File: config.mk
export PLATFORM = sky130hd
export DESIGN_NAME = eiv_vectoring
export DESIGN_NICKNAME = d
export VERILOG_FILES = /design/src/eiv_pkg.sv /design/src/eiv_vectoring.sv
export SDC_FILE = /design/constraint.sdc
export NUM_CORES = 1
export LEC_CHECK = 0
export ABC_CLOCK_PERIOD_IN_PS = 1900
export BUFFER_PORTS_ARGS = -buffer_cell sky130_fd_sc_hd__buf_2
export CAP_MARGIN = 40
export CORE_MARGIN = 1.5
export CORE_UTILIZATION = 30
export DETAILED_ROUTE_END_ITERATION = 12
export GPL_TIMING_DRIVEN = 0
export HOLD_SLACK_MARGIN = 0.1
export PLACE_DENSITY = 0.5
export SYNTH_ARGS = -nofsm -noshare
export SYNTH_HDL_FRONTEND = slang
export SYNTH_SLANG_ARGS = --single-unit
File: constraint.sdc
create_clock -name i_clock -period 1.9 [get_ports i_clock]
set_clock_uncertainty 0.1 [all_clocks]
set_input_delay 0.19 -clock i_clock [delete_from_list [all_inputs] [get_ports i_clock]]
set_output_delay 0.19 -clock i_clock [all_outputs]
set_load 0.02 [all_outputs]
File: src/eiv_pkg.sv
// Package with constants for the extended interrupt vectoring block.
package eiv_pkg;
	// ==========================================================
	// Special function register addresses.
	localparam logic [7:0] ADDR_INT_ENABLE_PRIMARY = 8'ha8;
	localparam logic [7:0] ADDR_EXT_ENABLE_ONE = 8'he6;
	localparam logic [7:0] ADDR_EXT_ENABLE_TWO = 8'he7;
	localparam logic [7:0] ADDR_EXT_PRIORITY_ONE = 8'hf6;
	localparam logic [7:0] ADDR_EXT_PRIORITY_TWO = 8'hf7;
	localparam logic [7:0] ADDR_RTC_INDEX = 8'hac;
	localparam logic [7:0] ADDR_RTC_DATA = 8'had;
	// ==========================================================
	// Field positions and reset values.
	localparam int GLOBAL_IRQ_GATE_BIT = 7;
	localparam logic [7:0] RESET_BYTE = 8'h00;
	localparam logic [7:0] RTC_CONTROL_INDEX = 8'h04;
	localparam int RTC_ALARM_BIT = 2;
	localparam int RTC_OSC_FAIL_BIT = 5;
	// ==========================================================
	// Source table: slot k has order FIRST_ORDER + k.
	localparam int NUM_SRC = 12;
	localparam logic [4:0] FIRST_ORDER = 5'h0a;
	localparam logic [15:0] FIRST_VECTOR = 16'h0053;
	localparam logic [15:0] LAST_VECTOR = 16'h00ab;
	localparam logic [15:0] VECTOR_STEP = 16'h0008;
	localparam int ENABLE_BIT_OFFSET = 3;
	localparam logic [11:0] RESERVED_SLOTS = 12'h108;
	localparam int SLOT_SUPPLY_WARN = 5;
	localparam int SLOT_PORT_MATCH = 6;
	localparam int SLOT_OSC_FAIL = 7;
	localparam logic [15:0] OSC_FAIL_VECTOR = 16'h008b;
	localparam logic [4:0] OSC_FAIL_ORDER = 5'h11;
endpackage

File: src/eiv_vectoring.sv
// Extended interrupt vectoring: enables, priorities, arbitration and vector output.
`timescale 1ns/1ns
module eiv_vectoring (
	input wire logic i_clock,
	input wire logic i_rst_n,
	input wire logic [7:0] i_sfr_addr,
	input wire logic i_sfr_wr,
	input wire logic [7:0] i_sfr_wdata,
	output logic [7:0] o_sfr_rdata,
	input wire logic [11:0] i_src_pending,
	input wire logic i_rtc_alarm_evt,
	input wire logic i_rtc_osc_fail_evt,
	output logic o_irq_req,
	output logic o_irq_high,
	output logic [15:0] o_irq_vector,
	output logic [4:0] o_irq_order
);
	// ==========================================================
	// Register state.
	logic [7:0] int_enable_primary_q, int_enable_primary_d;
	logic [15:0] ext_enable_q, ext_enable_d;
	logic [15:0] ext_priority_q, ext_priority_d;
	logic [7:0] rtc_index_q, rtc_index_d;
	logic rtc_alarm_q, rtc_alarm_d;
	logic rtc_osc_fail_q, rtc_osc_fail_d;
	logic [7:0] rdata_d;
	logic rtc_sel;

	assign rtc_sel = (rtc_index_q == eiv_pkg::RTC_CONTROL_INDEX);

	always_comb begin
		int_enable_primary_d = int_enable_primary_q;
		ext_enable_d = ext_enable_q;
		ext_priority_d = ext_priority_q;
		rtc_index_d = rtc_index_q;
		rtc_alarm_d = rtc_alarm_q;
		rtc_osc_fail_d = rtc_osc_fail_q;
		if (i_sfr_wr) begin
			unique case (i_sfr_addr)
				eiv_pkg::ADDR_INT_ENABLE_PRIMARY: int_enable_primary_d = i_sfr_wdata;
				eiv_pkg::ADDR_EXT_ENABLE_ONE: ext_enable_d[7:0] = i_sfr_wdata;
				eiv_pkg::ADDR_EXT_ENABLE_TWO: ext_enable_d[15:8] = i_sfr_wdata;
				eiv_pkg::ADDR_EXT_PRIORITY_ONE: ext_priority_d[7:0] = i_sfr_wdata;
				eiv_pkg::ADDR_EXT_PRIORITY_TWO: ext_priority_d[15:8] = i_sfr_wdata;
				eiv_pkg::ADDR_RTC_INDEX: rtc_index_d = i_sfr_wdata;
				eiv_pkg::ADDR_RTC_DATA: begin
					if (rtc_sel) begin
						rtc_alarm_d = i_sfr_wdata[eiv_pkg::RTC_ALARM_BIT];
						rtc_osc_fail_d = i_sfr_wdata[eiv_pkg::RTC_OSC_FAIL_BIT];
					end
				end
				default: begin
				end
			endcase
		end
		// A hardware event in the same cycle as a software clear must not be lost.
		if (i_rtc_alarm_evt) begin
			rtc_alarm_d = 1'b1;
		end
		if (i_rtc_osc_fail_evt) begin
			rtc_osc_fail_d = 1'b1;
		end
	end

	always_comb begin
		rdata_d = eiv_pkg::RESET_BYTE;
		unique case (i_sfr_addr)
			eiv_pkg::ADDR_INT_ENABLE_PRIMARY: rdata_d = int_enable_primary_q;
			eiv_pkg::ADDR_EXT_ENABLE_ONE: rdata_d = ext_enable_q[7:0];
			eiv_pkg::ADDR_EXT_ENABLE_TWO: rdata_d = ext_enable_q[15:8];
			eiv_pkg::ADDR_EXT_PRIORITY_ONE: rdata_d = ext_priority_q[7:0];
			eiv_pkg::ADDR_EXT_PRIORITY_TWO: rdata_d = ext_priority_q[15:8];
			eiv_pkg::ADDR_RTC_INDEX: rdata_d = rtc_index_q;
			eiv_pkg::ADDR_RTC_DATA: begin
				if (rtc_sel) begin
					rdata_d[eiv_pkg::RTC_ALARM_BIT] = rtc_alarm_q;
					rdata_d[eiv_pkg::RTC_OSC_FAIL_BIT] = rtc_osc_fail_q;
				end
			end
			default: begin
			end
		endcase
	end

	always_ff @(posedge i_clock or negedge i_rst_n) begin
		if (!i_rst_n) begin
			int_enable_primary_q <= eiv_pkg::RESET_BYTE;
			ext_enable_q <= 16'h0000;
			ext_priority_q <= 16'h0000;
			rtc_index_q <= eiv_pkg::RESET_BYTE;
			rtc_alarm_q <= 1'b0;
			rtc_osc_fail_q <= 1'b0;
			o_sfr_rdata <= eiv_pkg::RESET_BYTE;
		end else begin
			int_enable_primary_q <= int_enable_primary_d;
			ext_enable_q <= ext_enable_d;
			ext_priority_q <= ext_priority_d;
			rtc_index_q <= rtc_index_d;
			rtc_alarm_q <= rtc_alarm_d;
			rtc_osc_fail_q <= rtc_osc_fail_d;
			o_sfr_rdata <= rdata_d;
		end
	end

	// ==========================================================
	// Request gating and arbitration.
	// Pending levels are never cleared here: the supply warning and port match
	// have no clearable flag, so masking is the only way to stop their calls.
	logic [11:0] pending;
	logic [11:0] active;
	logic [11:0] active_high;
	logic gate;

	function automatic logic [3:0] first_set(input logic [11:0] v);
		logic [3:0] idx;
		idx = 4'h0;
		for (int k = eiv_pkg::NUM_SRC - 1; k >= 0; k--) begin
			if (v[k]) begin
				idx = 4'(k);
			end
		end
		return idx;
	endfunction

	always_comb begin
		pending = i_src_pending;
		pending[eiv_pkg::SLOT_OSC_FAIL] = rtc_osc_fail_q;
		pending = pending & ~eiv_pkg::RESERVED_SLOTS;
	end

	assign gate = int_enable_primary_q[eiv_pkg::GLOBAL_IRQ_GATE_BIT];
	assign active = gate ? (pending & ext_enable_q[eiv_pkg::ENABLE_BIT_OFFSET +: 12]) : 12'h000;
	assign active_high = active & ext_priority_q[eiv_pkg::ENABLE_BIT_OFFSET +: 12];

	logic req_d, high_d;
	logic [3:0] slot_d;
	logic [15:0] vector_d;
	logic [4:0] order_d;

	always_comb begin
		req_d = |active;
		high_d = |active_high;
		slot_d = high_d ? first_set(active_high) : first_set(active);
		vector_d = eiv_pkg::FIRST_VECTOR + (16'(slot_d) << 3);
		order_d = eiv_pkg::FIRST_ORDER + 5'(slot_d);
	end

	// A fresh decision is registered every cycle, so a flag left set after return
	// shows as a request again on the next edge.
	always_ff @(posedge i_clock or negedge i_rst_n) begin
		if (!i_rst_n) begin
			o_irq_req <= 1'b0;
			o_irq_high <= 1'b0;
			o_irq_vector <= eiv_pkg::FIRST_VECTOR;
			o_irq_order <= eiv_pkg::FIRST_ORDER;
		end else begin
			o_irq_req <= req_d;
			o_irq_high <= high_d;
			o_irq_vector <= vector_d;
			o_irq_order <= order_d;
		end
	end
endmodule // eiv_vectoring

==> results of run 1 <==
## sequential cells by signal (all words and copies together), names as in the netlist, 5 cells and up
signal and cells:
o_irq_order 5, rtc_index_q 8, ext_enable_q 16, o_sfr_rdata 8
int_enable_primary_q 8, ext_priority_q 16
## stage by stage
stage / TNS (ps) / cells
floorplan: 0 / 276
global placement: -8710 / 459
detailed placement: -6530 / 462
CTS: -121 / 492
global route: -437 / 494
finish: -169 / 494
## worst paths after layout
check / slack [ps] / to / start
setup / recovery: -70 / o_irq_order[3] / ext_enable_q[9]
hold / removal: 160 / o_irq_order[0] / i_src_pending[0]
setup reg to reg: -70 / o_irq_order[3] / ext_enable_q[9]
hold reg to reg: 400 / int_enable_primary_q[6] / int_enable_primary_q[6]
max in group asynchronous: 990 / ext_priority_q[0] / i_rst_n
min in group asynchronous: 290 / o_sfr_rdata[0] / i_rst_n
## cell type report
type | count | area share (%)
Buffer | 19 | 3.41
Clock buffer | 12 | 3.78
Clock inverter | 4 | 1.25
Inverter | 3 | 0.274
Multi-Input combinational cell | 188 | 36.9
Sequential cell | 65 | 39.7
Tap cell | 136 | 4.14
Timing Repair Buffer | 67 | 10.5
## routing by layer
layer | up-vias | wire length [um] | global-route usage [%]
met5 | - | 0 | 0
met4 | 0 | 105 | 5.05
met3 | 10 | 294 | 2.92
met2 | 63 | 3870 | 25.1
met1 | 1214 | 3890 | 19.9
li1 | 1150 | - | -
## worst register-to-register path: cells and delay by family, from the launching register on
kind	cells	cell delay (ps)
flip-flops	1	450
AND/OR/NAND/NOR	5	1090
adder cells (fa/ha/maj)	1	120
XOR/XNOR	1	140
## placed cells by master (no fill, tap or decap), types with 2 or more instances in the layout
cell,instances
a221oi_1,2
nand3_2,3
nor3_4,3
and2_1,4
buf_2,49
dfrtp_2,2
conb_1,11
o21ai_0,3
nand4_1,6
dlygate4sd3_1,12
nand4_2,2
a32o_1,2
dfstp_2,2
nor3_1,2
nand3_1,13
a22oi_1,22
a22o_1,2
clkbuf_8,11
a21oi_1,5
clkbuf_1,2
o21bai_1,2
dfrtp_1,61
mux2_1,2
buf_4,22
nand2_4,2
nor2_1,8
inv_1,3
mux2_2,46
nand2_1,21
## cell families (layout without fill, tap and decap cells)
family	Yosys count	after routing	synth area share [%]
AND/OR/NAND/NOR	81	81	16.0
flip-flops	65	65	50.4
multiplexers	49	49	17.0
AO/OA/AOI/OAI	45	45	10.7
buffers and inverters	23	105	5.03
other	2	11	0.232
adder cells (fa/ha/maj)	1	1	0.387
XOR/XNOR	1	1	0.271
## where the power goes
group	switching, mW	leakage [nW]	internal (mW)
Clock	0.536	0.103	0.678
Combinational	0.142	1.11	0.127
Sequential	0.0424	0.879	1.43
Total	0.720	2.09	2.24
## timing repair
action                                  CTS  global route
buffers inserted                          3             2
gates resized for setup                   5             4
hold buffers                             12             0
endpoints found under the setup margin    3             6
pin swaps                                 1             5
endpoints found under the hold margin   114             0
==> results.md, run 1 <==
* R2R depth at 7
* Synthesis warning total at 0
* CTS root buf: clkbuf_8
* Max_cap viols at 0
* Place WS at -268 ps
* Area growth syn-to-layout at 27.0%
* I/O pin cnt at 64
* Crit-path max FO at 5
* PortBufs at 47
* Failing checks: setup timing
* Worst-skew pair later-pin latency at between 300 and 400 ps
* Util after Layout at 39.6%
* Crit-path cells: nand4_1 -> nand4_1 -> nand3b_4 -> or4_4 -> nand2_4 -> ha_4 -> xor2_1
* Hold crit path type: in -> reg
* Slowest cell on crit path: or4_4
* TritonCTS Buffers at 9
* Critical path class: reg -> reg
* Layout cell share with drive strength beyond 1 at 45.0%
* CP peak stage delay at between 500 and 600 ps
* Mapped Cells at 267
* Run status: complete, but fails checks
* Routability cong. at 0.786
* Drt pass-1 iters at 4
* CTS tree: done
* Minimum clock period at 1970 ps
* Largest net degree at the start of global routing at 65
* Number of vias in the routed layout at 2,437
* Clock sinks at 65
* Final setup fails at 3
* Yosys cell types at 53
* Post-Place Cell Area at 3710 um^2
* Bufs and invs on worst path at 0
* Post-synthesis instance area at 3230 um^2
* DRC errors left at 0
* Starting Density at 31.2%
* First-pass GRT wire length at around 13,000 um
* Clock transition at path regs at 70 ps
* # nets final at 387
* RSZ-0062 raised after global routing: true
* Worst path depth at 7
* Number of global-route vias before repair at 2,370
* Largest area contributor in the netlist: dfrtp_1
* DP Wirelength at about 5600 um
* Hold Path Stages at 4
* FF/Latch Area at 1630 um^2
* Syn Area/Cell at approximately 12 um^2
* CP Data Arrival Time at 2140 ps
* Grt ovf at 0
* Pwr Total at 2.96 mW
* Aggregate routed wire length at a little over 8000 um
* Startpoint types: flip-flop
* Slew Viols, Final at 0
* Sequential element share of the synthesized area at 50.4%
* FILL cells at about 1,000
* Die area at between 10,000 and 15,000 um^2
* Via-per-instance ratio at 4.93
* Die width at ~110 um
* Chip height at ~110 um
* Detail Route Antenna Nets at 0
* Number of enable flip-flop cells after synthesis at 0
* Synth Flop Type: dfrtp_1
* Top delay family on crit path: simple AND/OR/NAND/NOR gates
* # H-tree levels at 3
* Final Cell Area at slightly above 4000 um^2
* Async SR Flop Fraction at 100%
* Crit path top cell by count: nand4_1
* Worst VDD drop at between 300 and 400 uV
* Pwr dens at approximately 720 nW/um^2
* FF+latch count, synth at 65
* Part of the cycle the worst path needs at 104%
* Hold Vio Cnt, Final at 0
* Slew HR at 48.3%
* Worst Setup End Kind: flip-flop
* Clk buf depth at 2
* Ranking of synthesized cells by area: dfrtp_1 (49%), mux2_2 (16%), a22oi_1 (5.1%)
* Number of diodes at 0
* Count leader, synth: dfrtp_1
* Multi-input gate area at 1510 um^2
* Share of the synthesized area in the top cell type at 48.7%
* Upper clock frequency limit at approximately 510 MHz
* Antenna violations before repair at 0
* Total GRT Usage at 15.2%
* # rows at 37
* Data required, critical path at 2070 ps
* Drt wl/cell at 16.5 um
* Core footprint at between 10,000 and 15,000 um^2
* Actual slew at the worst max-slew pin at a little under 800 ps
* Starting DRT DRC Count at 122
* Most frequent cells after synthesis: dfrtp_1 (63), mux2_2 (46), a22oi_1 (22), nand2_1 (22), buf_4 (16)
* Pleak at approximately 2.1 nW
* Worst hold margin at 155 ps
* Setup WS post-layout at -69.9 ps
No activity file was read; power rests on OpenSTA's default activity.
==> run 2, diff against run 1 <==
--- a/config.mk
+++ b/config.mk
@@ -14,6 +14,7 @@
 export GPL_TIMING_DRIVEN = 0
 export HOLD_SLACK_MARGIN = 0.1
 export PLACE_DENSITY = 0.5
+export SKIP_CTS_REPAIR_TIMING = 1
 export SYNTH_ARGS = -nofsm -noshare
 export SYNTH_HDL_FRONTEND = slang
 export SYNTH_SLANG_ARGS = --single-unit
==> run 2 against run 1 <==
Net effect: the flow still finishes with violations (setup timing); core utilization decreased by 0.096 points; combinational power about the same; global-route usage decreased by 0.17 points; sequential share of layout area up 0.097 points; critical path type unchanged.
==> results.md, run 2 (synthesis gave the netlist of run 1 again) <==
* Sequential share of power at 49.9% (about the same)
* Crit-path max FO at 7 (was 5)
* Power share of the clock group at 41.0% (about the same)
* TritonCTS Buffers at 9 (unchanged)
* Clock transition at path regs at 70 ps (about the same)
* Slew Viols, Final at 0 (unchanged)
* Most common cell after layout, fill and taps aside: dfrtp_1 (unchanged)
* Number of diodes at 0 (unchanged)
* CP peak stage delay at 500 ps (was 520 ps)
* DRC errors left at 0 (unchanged)
* R2R depth at 8 (was 7)
* PortBufs at 47 (unchanged)
* DP Wirelength at 5640 um (unchanged)
* Chip height at 107 um (unchanged)
* Clk buf depth at 2 (unchanged)
* First-pass GRT wire length at 12,800 um (was 12,900 um)
* P_int at 2.24 mW (about the same)
* FF-to-FF setup slack at -80 ps (was -70 ps)
* Total GRT Usage at 15.0% (was 15.2%)
* Pleak at 2.08 nW (was 2.09 nW)
* Die area at 11,400 um^2 (unchanged)
* Worst hold margin at 148 ps (was 155 ps)
* Drt wl/cell at 16.5 um (about the same)
* Drt pass-1 iters at 4 (unchanged)
* Hold path startpoint: i_src_pending[0] (unchanged)
* Upper clock frequency limit at 506 MHz (was 508 MHz)
* CTS root buf: clkbuf_8 (unchanged)
* Setup_tns at -164 ps (was -169 ps)
* Max_cap viols at 0 (unchanged)
* Place WS at -268 ps (unchanged)
* Startpoint types: flip-flop (unchanged)
* Worst reg2reg startpoint: int_enable_primary_q[7] (was ext_enable_q[9])
* RSZ-0062 raised after global routing: true (unchanged)
* Hold Vio Cnt, Final at 0 (unchanged)
* Number of global-route vias before repair at 2,319 (was 2,370)
* Worst Setup End Kind: flip-flop (unchanged)
* Layout cell share with drive strength beyond 1 at 44.7% (was 45.0%)
* Part of the cycle the worst path needs at 104% (about the same)
* Core footprint at 10,400 um^2 (unchanged)
* Data required, critical path at 2070 ps (about the same)
* Largest net degree at the start of global routing at 65 (unchanged)
* Run status: complete, but fails checks (unchanged)
* Failing checks: setup timing (unchanged)
* Routability cong. at 0.786 (unchanged)
* Starting Density at 31.2% (unchanged)
* Util after Layout at 39.5% (was 39.6%)
* Crit path top cell by count: nand4_1 (unchanged)
* Detail Route Antenna Nets at 0 (unchanged)
* Via-per-instance ratio at 4.92 (was 4.93)
* NetSw at 0.720 mW (about the same)
* Combinational Power Share at 9.1% (about the same)
* # H-tree levels at 3 (unchanged)
* Worst-skew pair later-pin latency at 350 ps (was 340 ps)
* Hold EP: o_irq_order[0] (unchanged)
* Worst VDD drop at 337 uV (was 335 uV)
* Die width at 107 um (unchanged)
* Sw frac at 24.3% (about the same)
* Area growth syn-to-layout at 26.7% (was 27.0%)
* Setup WS post-layout at -76.5 ps (was -69.9 ps)
* Slowest cell on crit path: or4_4 (unchanged)
* Actual slew at the worst max-slew pin at 767 ps (was 771 ps)
* Worst R2R End: o_irq_order[3] (unchanged)
* CP Data Arrival Time at 2150 ps (was 2140 ps)
* Aggregate routed wire length at 8110 um (was 8160 um)
* I/O pin cnt at 64 (unchanged)
* Hold crit path type: in -> reg (unchanged)
* Critical path class: reg -> reg (unchanged)
* Minimum clock period at 1980 ps (was 1970 ps)
* Hold Path Stages at 4 (unchanged)
* Clock sinks at 65 (unchanged)
* Pwr dens at 722 nW/um^2 (was 721 nW/um^2)
* Antenna violations before repair at 0 (unchanged)
* Final setup fails at 3 (unchanged)
* CTS tree: done (unchanged)
* Crit-path cells: buf_6 -> nand4_1 -> nand4_1 -> nand3b_4 -> or4_4 -> nand2_2 -> ha_4 -> xor2_1 (was nand4_1 -> nand4_1 -> nand3b_4 -> or4_4 -> nand2_4 -> ha_4 -> xor2_1)
* Number of vias in the routed layout at 2,423 (was 2,437)
* Slew HR at 48.6% (was 48.3%)
* # rows at 37 (unchanged)
* Largest regs: ext_enable_q (16), ext_priority_q (16) (unchanged)
* Most frequent cells in the layout: dfrtp_1 (61), buf_2 (49), mux2_2 (46) (unchanged)
* Grt ovf at 0 (unchanged)
* Starting DRT DRC Count at 110 (was 122)
* # nets final at 385 (was 387)
==> run 2: layer usage <==
layer  part of all wire [%]  vias to the layer above  track usage, %
met5                      0                        -               0
met4                    1.3                        0            5.05
met3                    3.6                       11            2.92
met2                     48                       63            24.7
met1                     47                     1203            19.8
li1                       -                     1146               -
==> run 2: power by group through the flow <==
stage | Sequential (mW) | Clock, mW | Combinational, mW
6_report | 1.48 | 1.21 | 0.270
5_1_grt | 1.48 | 1.29 | 0.298
4_1_cts | 1.48 | 1.25 | 0.252
3_5_place_dp | 1.50 | 0 | 0.251
3_3_place_gp | 1.50 | 0 | 0.241
2_1_floorplan | 1.49 | 0 | 0.140
==> run 2: cell type report <==
| type | count | area, um^2 |
|---|---|---|
| plain buffers | 20 | 151 |
| clock buffers | 12 | 155 |
| clock inverters | 4 | 51.3 |
| fillers | 1038 | 6270 |
| inverters | 3 | 11.3 |
| multi-input cells | 188 | 1520 |
| flip-flops and latches | 65 | 1630 |
| well taps | 136 | 170 |
| repair buffers | 64 | 410 |
==> run 2: critical path, delay by kind of cell, from the launching register on <==
family	cells	cell delay, ps
flops	1	370
fa+ha+maj	1	130
xor+xnor	1	140
simple gates	5	1030
buf+inv	1	130
==> run 2: per-stage QoR <==
stage / instances / instance area [um^2] / power (mW)
6_report: 492 / 4100 / 2.96
5_1_grt: 492 / 4100 / 3.07
4_1_cts: 478 / 3920 / 2.98
3_5_place_dp: 462 / 3710 / 1.75
3_3_place_gp: 459 / 3670 / 1.74
2_1_floorplan: 276 / 3270 / 1.63
==> run 2: worst max path at each step <==
stage / start / to / slack (ps) / cells past startpoint
3_3_place_gp: i_sfr_addr[3] / o_sfr_rdata[3] / -520 / 6
3_5_place_dp: i_sfr_addr[4] / int_enable_primary_q[5] / -270 / 6
4_1_cts: int_enable_primary_q[7] / o_irq_order[3] / -90 / 8
2_1_floorplan: int_enable_primary_q[7] / o_irq_order[3] / 50 / 8
5_1_grt: int_enable_primary_q[7] / o_irq_order[3] / -170 / 8
6_report: int_enable_primary_q[7] / o_irq_order[3] / -80 / 8
